$ cat src/rtl/arc_regs.vh
// register map and constants of the alarm relay output control
// assumes a 32-bit axi4-lite master and one 100 MHz clock
//
// Behaviour
// - each channel has two independent alarm flags
// - output combines channels with OR or AND
// - source selects none, alarm 1, alarm 2 or both
// - combined source needs both alarms together
// - normally open: closed while function is one
// - normally closed: open while function is one
// - zero delay switches at once
// - nonzero delay switches after full delay
// - switch once net time of condition reaches delay
// - hold new state for its hold time
// - during hold ignore alarms, no counting
// - counter counts up while function differs from state, down otherwise
// - over threshold: set at t+h, clear t-h
// - under threshold: set at t-h, clear t+h
`ifndef ARC_REGS_VH
`define ARC_REGS_VH

// ----------------------------------------------------------------
// byte offsets
// ----------------------------------------------------------------
`define ARC_OFS_CTRL 8'h00
`define ARC_OFS_SRC 8'h04
`define ARC_OFS_STAT 8'h08
`define ARC_OFS_IRQ_STAT 8'h0c
`define ARC_OFS_IRQ_CLR 8'h10
`define ARC_OFS_IRQ_EN 8'h14
`define ARC_OFS_TICK 8'h18
`define ARC_OFS_OUT_BASE 8'h20
`define ARC_OFS_CH_BASE 8'h80
// per output: 4 words (close delay, open delay, closed hold, open hold)
// per channel: 3 words in a 4-word slot (mode, thr1, hys1 | thr2, hys2 packed)

// ----------------------------------------------------------------
// fields
// ----------------------------------------------------------------
`define ARC_CTRL_EN_BIT 0
`define ARC_SRC_NONE 2'h0
`define ARC_SRC_AL1 2'h1
`define ARC_SRC_AL2 2'h2
`define ARC_SRC_BOTH 2'h3
`define ARC_AMODE_OFF 2'h0
`define ARC_AMODE_OVER 2'h1
`define ARC_AMODE_UNDER 2'h2

// ----------------------------------------------------------------
// reset values and timing
// ----------------------------------------------------------------
`define ARC_RST_TICK_DIV 32'h000f4240
`define ARC_TICK_NS 10000000
`define ARC_CLK_NS 10
`define ARC_TICK_CYC (`ARC_TICK_NS / `ARC_CLK_NS)

`endif

$ cat src/rtl/arc_relay_ctrl.v
// alarm relay output control: alarms per channel, combining, delays, holds
// assumes readings arrive synchronous to clk_sys from the measurement logic
//
// Decided for this implementation: the placing of the registers and register access over AXI4-Lite.
`timescale 1ns/1ns
`default_nettype none
`include "arc_regs.vh"

module arc_relay_ctrl #(
  parameter NCH = 4,
  parameter NOUT = 2,
  parameter [31:0] TICK_DIV = `ARC_TICK_CYC
) (
  // clock and reset
  input wire clk_sys,
  input wire srst,
  input wire ce,
  // readings, NCH signed 16-bit values packed
  input wire [NCH*16-1:0] reading,
  // relays
  output reg [NOUT-1:0] relay_closed,
  output reg irq,
  // axi4-lite write address
  input wire [7:0] s_axi_awaddr,
  input wire s_axi_awvalid,
  output reg s_axi_awready,
  // axi4-lite write data
  input wire [31:0] s_axi_wdata,
  input wire [3:0] s_axi_wstrb,
  input wire s_axi_wvalid,
  output reg s_axi_wready,
  // axi4-lite write response
  output reg [1:0] s_axi_bresp,
  output reg s_axi_bvalid,
  input wire s_axi_bready,
  // axi4-lite read address
  input wire [7:0] s_axi_araddr,
  input wire s_axi_arvalid,
  output reg s_axi_arready,
  // axi4-lite read data
  output reg [31:0] s_axi_rdata,
  output reg [1:0] s_axi_rresp,
  output reg s_axi_rvalid,
  input wire s_axi_rready
);

  // ----------------------------------------------------------------
  // registers
  // ----------------------------------------------------------------
  reg ctrl_en_r;
  reg [31:0] tick_div_r;
  reg [NOUT-1:0] func_and_r;
  reg [NOUT-1:0] mode_nc_r;
  reg [2*NCH*NOUT-1:0] src_r;
  reg [15:0] close_dly_r [0:NOUT-1];
  reg [15:0] open_dly_r [0:NOUT-1];
  reg [15:0] closed_hold_r [0:NOUT-1];
  reg [15:0] open_hold_r [0:NOUT-1];
  reg [1:0] amode1_r [0:NCH-1];
  reg [1:0] amode2_r [0:NCH-1];
  reg [15:0] thr1_r [0:NCH-1];
  reg [15:0] hys1_r [0:NCH-1];
  reg [15:0] thr2_r [0:NCH-1];
  reg [15:0] hys2_r [0:NCH-1];
  reg [NCH-1:0] al1_r;
  reg [NCH-1:0] al2_r;
  reg [NOUT-1:0] func_r;
  reg [15:0] dcnt_r [0:NOUT-1];
  reg [15:0] hcnt_r [0:NOUT-1];
  reg [NOUT-1:0] irq_stat_r;
  reg [NOUT-1:0] irq_en_r;
  reg [31:0] tick_cnt_r;
  reg tick_r;
  reg [7:0] wr_addr;
  reg aw_have_r;
  reg w_have_r;
  reg [7:0] aw_addr_r;
  reg [31:0] w_data_r;
  // a write lands only once both channels are captured and no response is pending
  wire wr_go = aw_have_r & w_have_r & ~s_axi_bvalid;
  wire [31:0] wdat = w_have_r ? w_data_r : s_axi_wdata;

  // ----------------------------------------------------------------
  // hysteresis alarm evaluation
  // ----------------------------------------------------------------
  function alarm_next;
    input [1:0] mode;
    input signed [15:0] val;
    input signed [15:0] thr;
    input signed [15:0] hys;
    input cur;
    reg signed [17:0] hi;
    reg signed [17:0] lo;
    begin
      hi = thr + hys;
      lo = thr - hys;
      case (mode)
        `ARC_AMODE_OVER: alarm_next = cur ? (val > lo) : (val >= hi);
        `ARC_AMODE_UNDER: alarm_next = cur ? (val < hi) : (val <= lo);
        default: alarm_next = 1'b0;
      endcase
    end
  endfunction

  // ----------------------------------------------------------------
  // tick divider, delay and hold times count ticks
  // ----------------------------------------------------------------
  always @(posedge clk_sys) begin
    if (srst) begin
      tick_cnt_r <= 32'h00000000;
      tick_r <= 1'b0;
    end else if (ce) begin
      tick_r <= 1'b0;
      if (tick_cnt_r + 32'h00000001 >= tick_div_r) begin
        tick_cnt_r <= 32'h00000000;
        tick_r <= 1'b1;
      end else begin
        tick_cnt_r <= tick_cnt_r + 32'h00000001;
      end
    end
  end

  genvar gc, go;
  generate
    for (gc = 0; gc < NCH; gc = gc + 1) begin : g_ch
      wire signed [15:0] val = reading[gc*16 +: 16];
      always @(posedge clk_sys) begin
        if (srst) begin
          al1_r[gc] <= 1'b0;
          al2_r[gc] <= 1'b0;
        end else if (ce) begin
          al1_r[gc] <= alarm_next(amode1_r[gc], val, thr1_r[gc], hys1_r[gc], al1_r[gc]);
          al2_r[gc] <= alarm_next(amode2_r[gc], val, thr2_r[gc], hys2_r[gc], al2_r[gc]);
        end
      end
    end

    for (go = 0; go < NOUT; go = go + 1) begin : g_out
      reg any_c;
      reg all_c;
      reg att;
      reg chal;
      integer k;
      always @* begin
        any_c = 1'b0;
        all_c = 1'b1;
        att = 1'b0;
        chal = 1'b0;
        for (k = 0; k < NCH; k = k + 1) begin
          case (src_r[(go*NCH+k)*2 +: 2])
            `ARC_SRC_AL1: chal = al1_r[k];
            `ARC_SRC_AL2: chal = al2_r[k];
            `ARC_SRC_BOTH: chal = al1_r[k] & al2_r[k];
            default: chal = 1'b0;
          endcase
          if (src_r[(go*NCH+k)*2 +: 2] != `ARC_SRC_NONE) begin
            att = 1'b1;
            any_c = any_c | chal;
            all_c = all_c & chal;
          end
        end
      end
      wire fn = func_and_r[go] ? (att & all_c) : any_c;
      // logical state: 1 = function asserted state reached
      wire want = fn;
      wire act = relay_closed[go] ^ mode_nc_r[go];
      wire [15:0] dly = act ? open_dly_r[go] : close_dly_r[go];
      always @(posedge clk_sys) begin
        if (srst) begin
          func_r[go] <= 1'b0;
          relay_closed[go] <= 1'b0;
          dcnt_r[go] <= 16'h0000;
          hcnt_r[go] <= 16'h0000;
          irq_stat_r[go] <= 1'b0;
        end else if (ce) begin
          func_r[go] <= fn;
          if (!ctrl_en_r) begin
            relay_closed[go] <= mode_nc_r[go];
            dcnt_r[go] <= 16'h0000;
            hcnt_r[go] <= 16'h0000;
          end else if (hcnt_r[go] != 16'h0000) begin
            if (tick_r)
              hcnt_r[go] <= hcnt_r[go] - 16'h0001;
          end else if (want == act) begin
            if (tick_r && dcnt_r[go] != 16'h0000)
              dcnt_r[go] <= dcnt_r[go] - 16'h0001;
          end else if (dly == 16'h0000 || (tick_r && dcnt_r[go] + 16'h0001 >= dly)) begin
            // normally open closes on one, normally closed opens on one
            relay_closed[go] <= want ^ mode_nc_r[go];
            dcnt_r[go] <= 16'h0000;
            hcnt_r[go] <= want ? closed_hold_r[go] : open_hold_r[go];
            irq_stat_r[go] <= 1'b1;
          end else if (tick_r) begin
            dcnt_r[go] <= dcnt_r[go] + 16'h0001;
          end
          if (wr_go && wr_addr == `ARC_OFS_IRQ_CLR && wdat[go] && !(irq_stat_r[go] == 1'b0))
            if (!(hcnt_r[go] == 16'h0000 && want != act && ctrl_en_r &&
                  (dly == 16'h0000 || (tick_r && dcnt_r[go] + 16'h0001 >= dly))))
              irq_stat_r[go] <= 1'b0;
        end
      end
    end
  endgenerate

  // ----------------------------------------------------------------
  // axi4-lite slave
  // ----------------------------------------------------------------
  always @* wr_addr = aw_have_r ? aw_addr_r : s_axi_awaddr;
  wire [7:0] orel = wr_addr - `ARC_OFS_OUT_BASE;
  wire [7:0] crel = wr_addr - `ARC_OFS_CH_BASE;
  wire wr_known = wr_addr == `ARC_OFS_CTRL || wr_addr == `ARC_OFS_SRC || wr_addr == `ARC_OFS_IRQ_CLR ||
    wr_addr == `ARC_OFS_IRQ_EN || wr_addr == `ARC_OFS_TICK ||
    (wr_addr >= `ARC_OFS_OUT_BASE && orel[7:4] < NOUT) || (wr_addr >= `ARC_OFS_CH_BASE && crel[7:4] < NCH);
  integer i;

  always @(posedge clk_sys) begin
    if (srst) begin
      s_axi_awready <= 1'b0;
      s_axi_wready <= 1'b0;
      s_axi_bvalid <= 1'b0;
      s_axi_bresp <= 2'h0;
      aw_have_r <= 1'b0;
      w_have_r <= 1'b0;
      aw_addr_r <= 8'h00;
      w_data_r <= 32'h00000000;
      ctrl_en_r <= 1'b0;
      tick_div_r <= TICK_DIV;
      func_and_r <= {NOUT{1'b0}};
      mode_nc_r <= {NOUT{1'b0}};
      src_r <= {2*NCH*NOUT{1'b0}};
      irq_en_r <= {NOUT{1'b0}};
      for (i = 0; i < NOUT; i = i + 1) begin
        close_dly_r[i] <= 16'h0000;
        open_dly_r[i] <= 16'h0000;
        closed_hold_r[i] <= 16'h0000;
        open_hold_r[i] <= 16'h0000;
      end
      for (i = 0; i < NCH; i = i + 1) begin
        amode1_r[i] <= 2'h0;
        amode2_r[i] <= 2'h0;
        thr1_r[i] <= 16'h0000;
        hys1_r[i] <= 16'h0000;
        thr2_r[i] <= 16'h0000;
        hys2_r[i] <= 16'h0000;
      end
    end else if (ce) begin
      s_axi_awready <= 1'b0;
      s_axi_wready <= 1'b0;
      // ready is a one-cycle pulse when each channel is taken
      if (s_axi_awvalid && !aw_have_r && !s_axi_awready) begin
        s_axi_awready <= 1'b1;
        aw_have_r <= 1'b1;
        aw_addr_r <= s_axi_awaddr;
      end
      if (s_axi_wvalid && !w_have_r && !s_axi_wready) begin
        s_axi_wready <= 1'b1;
        w_have_r <= 1'b1;
        w_data_r <= s_axi_wdata;
      end
      if (aw_have_r && w_have_r && !s_axi_bvalid) begin
        aw_have_r <= 1'b0;
        w_have_r <= 1'b0;
        s_axi_bvalid <= 1'b1;
        s_axi_bresp <= wr_known ? 2'h0 : 2'h2;
        if (wr_addr == `ARC_OFS_CTRL && s_axi_wstrb[0]) begin
          ctrl_en_r <= wdat[`ARC_CTRL_EN_BIT];
          func_and_r <= wdat[8 +: NOUT];
          mode_nc_r <= wdat[16 +: NOUT];
        end
        if (wr_addr == `ARC_OFS_SRC)
          src_r <= wdat[2*NCH*NOUT-1:0];
        if (wr_addr == `ARC_OFS_IRQ_EN)
          irq_en_r <= wdat[NOUT-1:0];
        if (wr_addr == `ARC_OFS_TICK)
          tick_div_r <= wdat;
        for (i = 0; i < NOUT; i = i + 1) begin
          if (wr_addr == `ARC_OFS_OUT_BASE + 8'h10 * i[7:0]) close_dly_r[i] <= wdat[15:0];
          if (wr_addr == `ARC_OFS_OUT_BASE + 8'h10 * i[7:0] + 8'h04) open_dly_r[i] <= wdat[15:0];
          if (wr_addr == `ARC_OFS_OUT_BASE + 8'h10 * i[7:0] + 8'h08) closed_hold_r[i] <= wdat[15:0];
          if (wr_addr == `ARC_OFS_OUT_BASE + 8'h10 * i[7:0] + 8'h0c) open_hold_r[i] <= wdat[15:0];
        end
        for (i = 0; i < NCH; i = i + 1) begin
          if (wr_addr == `ARC_OFS_CH_BASE + 8'h10 * i[7:0]) begin
            amode1_r[i] <= wdat[1:0];
            amode2_r[i] <= wdat[9:8];
          end
          if (wr_addr == `ARC_OFS_CH_BASE + 8'h10 * i[7:0] + 8'h04) begin
            thr1_r[i] <= wdat[15:0];
            hys1_r[i] <= wdat[31:16];
          end
          if (wr_addr == `ARC_OFS_CH_BASE + 8'h10 * i[7:0] + 8'h08) begin
            thr2_r[i] <= wdat[15:0];
            hys2_r[i] <= wdat[31:16];
          end
        end
      end
      if (s_axi_bvalid && s_axi_bready)
        s_axi_bvalid <= 1'b0;
    end
  end

  // ----------------------------------------------------------------
  // read side, irq output
  // ----------------------------------------------------------------
  always @(posedge clk_sys) begin
    if (srst) begin
      s_axi_arready <= 1'b0;
      s_axi_rvalid <= 1'b0;
      s_axi_rdata <= 32'h00000000;
      s_axi_rresp <= 2'h0;
      irq <= 1'b0;
    end else if (ce) begin
      irq <= |(irq_stat_r & irq_en_r);
      s_axi_arready <= 1'b0;
      if (s_axi_arvalid && !s_axi_rvalid && !s_axi_arready) begin
        s_axi_arready <= 1'b1;
        s_axi_rvalid <= 1'b1;
        s_axi_rresp <= 2'h0;
        case (s_axi_araddr)
          `ARC_OFS_CTRL: s_axi_rdata <= {{(16-NOUT){1'b0}}, mode_nc_r, {(8-NOUT){1'b0}}, func_and_r,
                                         7'h00, ctrl_en_r};
          `ARC_OFS_SRC: s_axi_rdata <= {{(32-2*NCH*NOUT){1'b0}}, src_r};
          `ARC_OFS_STAT: s_axi_rdata <= {{(8-NOUT){1'b0}}, func_r, {(8-NCH){1'b0}}, al2_r,
                                         {(8-NCH){1'b0}}, al1_r, {(8-NOUT){1'b0}}, relay_closed};
          `ARC_OFS_IRQ_STAT: s_axi_rdata <= {{(32-NOUT){1'b0}}, irq_stat_r};
          `ARC_OFS_IRQ_EN: s_axi_rdata <= {{(32-NOUT){1'b0}}, irq_en_r};
          `ARC_OFS_TICK: s_axi_rdata <= tick_div_r;
          `ARC_OFS_IRQ_CLR: s_axi_rdata <= 32'h00000000;
          default: begin
            s_axi_rdata <= 32'h00000000;
            s_axi_rresp <= 2'h2;
          end
        endcase
      end
      if (s_axi_rvalid && s_axi_rready)
        s_axi_rvalid <= 1'b0;
    end
  end

endmodule // arc_relay_ctrl
`default_nettype wire

$ cat config.mk
export PLATFORM = sky130hd
export DESIGN_NAME = arc_relay_ctrl
export DESIGN_NICKNAME = d
export VERILOG_FILES = /design/src/rtl/arc_relay_ctrl.v
export VERILOG_INCLUDE_DIRS = /design/src /design/src/rtl
export SDC_FILE = /design/constraint.sdc
export NUM_CORES = 2
export LEC_CHECK = 0
export ABC_AREA = 1
export CAP_MARGIN = 25
export CORE_MARGIN = 3
export CORE_UTILIZATION = 40
export DETAILED_ROUTE_END_ITERATION = 8
export DONT_BUFFER_PORTS = 1
export REMOVE_ABC_BUFFERS = 1
export SLEW_MARGIN = 0
export SYNTH_ARGS = -nofsm -noshare
export SYNTH_HDL_FRONTEND = slang
export SYNTH_SLANG_ARGS = --single-unit
$ cat constraint.sdc
create_clock -name clk_sys -period 10.4 [get_ports clk_sys]
set_clock_uncertainty 0.05 [all_clocks]
set_input_delay 1.04 -clock clk_sys [delete_from_list [all_inputs] [get_ports clk_sys]]
set_output_delay 1.04 -clock clk_sys [all_outputs]
set_load 0.02 [all_outputs]
==> impl_results.md <==
* Outcome: finished clean
* Min Tclk post-route at 4.70 ns
* Starting density of the core at 40.4%
* Vias per cell at 5.26
* Die Ht at 357 um
* Crit start category: register
* Synthesis Warnings at 0
* Synth Cell Area at 49200 um^2
* Hold slack at 0.419 ns
* Data required time of the critical path at 10.64 ns
* Most frequent cell after synthesis: nand2_1
* Primary FF master, synth: edfxtp_1
* Avg Inst Size Synth at 7.77 um^2
* Crit path to: dcnt_r[0][11]
* Inst Count DP at 7818
* Max Slew Vio Count at 0
* Post-Route WL at 149 mm
* Share of post-route cells with drive strength above 1 at 5.00%
* P&R area growth vs syn at 9.52%
* Worst vdd ir at 0.128 mV
* Antenna cell count at 0
* Drt drc at 0
* Bufs and invs on worst path at 2
* Core area at 122000 um^2
* Tcrit/Tclk final at 45.2%
* Post-synth EDFFs at 464
* RSZ-0062 raised after global routing: no
* Top area cells in the synthesized netlist: edfxtp_1 28%, ha_1 16%, nand2_1 9.8%
* Post-layout util at 44.2%
* Synth top cells by count: 1282 x nand2_1, 938 x nor2_1, 778 x inv_1, 621 x ha_1, 464 x edfxtp_1
* Slew HR at 28.7%
* Worst slew pin tran at 1.05 ns
* Post-synth cell types at 68
* Crit path depth at 22
* Hold_buf cts at 0
* Initial drt markers at 3671
* Worst r2r src: dcnt_r[0][0]
* CP Class: reg2reg
* Worst reg2reg endpoint: dcnt_r[0][11]
* Total I/O pin count at 168
* Root Driver: clkbuf_16
* Synthesized instance count at 6329
* Pwr dens at 132 nW/um^2
* Port Buf Inserts at 0
* Die area at 127000 um^2
* Yosys top cell by area: edfxtp_1
* Gr ovfl total at 0
* Global placement routability congestion at 0.909
* Post-CTS sizing at 0
* Fin Setup TNS at 0 ns
* Antenna Nets Post-Route at 0
* Post-synth top area share at 28.3%
* Worst-Skew Late Latency at 0.67 ns
* Worst path cell trace: ha_1 -> nand2_1 -> nor2_1 -> inv_1 -> nor2_1 -> nand3_1 -> nor2_1 -> nand3_1 -> nor2_1 -> nand2_1 -> xnor2_1 -> ha_1 -> nand2_1 -> inv_1 -> nand3_1 -> nor3_1 -> nand3_1 -> nand3_1 -> nand2_1 -> a21oi_4 -> nand3_1 -> nand2_1
* Reg clk slew, reported paths at 0.06 ns
* CTS tree: done
* CTS buffer count at 77
* Max Cap Viol at 0
* Slowest CP cell: nand2_1
* Slowest stage delay, CP at 0.64 ns
* TritonRoute pass-1 iters at 6
* Site row count at 128
* Maximum fanout along the worst path at 18
* Static leakage at 24.9 nW
* Worst endpoint data arrival time at 4.95 ns
* Most common cell on crit path: nand3_1
* Flop2flop setup slack at 5.70 ns
* Post-synth ARST share at 0%
* Clock sinks at 648
* DP HPWL at 110 mm
* Initial antenna violation count at 8
* Post-CTS Setup Inserts at 0
* Clock H-tree levels at 3
* Max Root-Sink Buffers at 3
* Reg2Reg Depth at 22
* First-pass GRT wire length at 228 mm
* Fin cells at 7963
* Register area share after synthesis at 35.8%
* Routed WL per cell at 18.8 um
* Synthesized flop and latch total at 648
* Min-Delay Path Class: in2reg
* Final hold violations at 0
* Final setup fails at 0
* CP endpoint kind: register
* Worst path top cell family by delay: simple AND/OR/NAND/NOR gates
* Max Freq at 213 MHz
* Vias post-DR at 41891
* Pin count of the biggest net entering global routing at 78
* Die W at 357 um
* Vias in the first global route at 39958
* Nets at 7034
* Worst setup path startpoint: dcnt_r[0][0]
* Overall routing resource usage at 23.1%
==> layout by cell type (no fill, tap or decap), types with 8 or more instances in the layout <==
master     count
a211oi_1      22
a21boi_0      25
a21o_1        34
a21oi_1      443
a31oi_1       25
buf_4         39
clkbuf_16     81
clkinv_1      16
clkinv_2      18
dfxtp_1      183
edfxtp_1     464
fa_1          16
ha_1         621
inv_1        778
inv_2         17
inv_6          8
mux2_2        10
mux2i_4       16
nand2_1     1282
nand2_2       11
nand3_1      219
nand3b_1       9
nand4_1       85
nor2_1       938
nor3_1        97
nor4_1        33
o2111ai_1     19
o211ai_1       8
o21ai_0      314
o21ai_1       13
o21ai_2       17
o21bai_1       8
o22ai_1       19
o31ai_1       17
or2_2         29
xnor2_1       21
xor2_1       263
==> per-layer routing <==
| metal | track usage (%) | vias up | wire length [um] |
|---|---|---|---|
| met2 | 36.5 | 1106 | 65200 |
| met4 | 7.76 | 6 | 5470 |
| met3 | 4.49 | 247 | 10500 |
| met1 | 31.5 | 19673 | 68300 |
| met5 | 0 | - | 51 |
| li1 | - | 20859 | - |
==> through the flow <==
step,total power [mW],setup WS [ns],area [um^2]
floorplan,3.90,5.09,48400
detailed placement,4.37,5.59,51300
global placement,4.33,5.66,51100
global route,7.47,5.10,53900
CTS,7.18,5.55,53900
finish,7.13,5.70,53900
==> registers in the layout, summed over array words and instances (netlist names), 16 cells and up <==
register,flops
hys2_r,64
hcnt_r,32
open_dly_r,32
open_hold_r,32
hys1_r,64
w_data_r,32
src_r,16
closed_hold_r,32
s_axi_rdata,32
close_dly_r,32
tick_div_r,32
tick_cnt_r,32
thr1_r,64
dcnt_r,32
thr2_r,64
==> worst register-to-register path: stages (launching register included) <==
cell and delay, ns:
edfxtp_1 0.42, ha_1 0.19, nand2_1 0.07, nor2_1 0.14, inv_1 0.07, nor2_1 0.15
nand3_1 0.14, nor2_1 0.15, nand3_1 0.13, nor2_1 0.11, nand2_1 0.07, xnor2_1 0.16
ha_1 0.28, nand2_1 0.06, inv_1 0.05, nand3_1 0.09, nor3_1 0.21, nand3_1 0.11
nand3_1 0.14, nand2_1 0.15, a21oi_4 0.45, nand3_1 0.28, nand2_1 0.64
==> cell families (layout without fill, tap and decap cells) <==
family                   Yosys count  count (layout)  synth area share [%]
adder cells (fa/ha/maj)          637             637                  16.4
AND/OR/NAND/NOR                 2738            2738                  23.0
flip-flops                       648             648                  35.8
other                              1               2               0.00762
XOR/XNOR                         284             284                  5.06
multiplexers                      34              34                 0.725
AO/OA/AOI/OAI                   1000            1000                  11.3
buffers and inverters            987             995                  7.72
==> worst min path at each step <==
stage                          end  depth (start not counted)  slack (ns)            from
floorplan           tick_div_r[14]                          2        0.39  tick_div_r[14]
global placement    tick_div_r[14]                          2        0.40  tick_div_r[14]
detailed placement   tick_div_r[9]                          2        0.41   tick_div_r[9]
CTS                      aw_have_r                          1        0.37            srst
global route        s_axi_rresp[1]                          1        0.40            srst
finish                   aw_have_r                          1        0.42            srst
==> layout make-up <==
cell class	count	area [um^2]
Timing Repair Buffer	49	515
Inverter	802	3010
Multi-Input combinational cell	4695	28100
Sequential cell	648	17600
Fill cell	12117	68000
Tap cell	1625	2030
Clock buffer	91	2090
Clock inverter	53	494
==> where the power goes <==
part           switching (mW)  internal [mW]
Sequential             0.0668           2.85
Clock                    1.21           1.59
Combinational           0.946          0.474
Total                    2.22           4.91
Note: power is estimated with default switching activity, not from simulation.
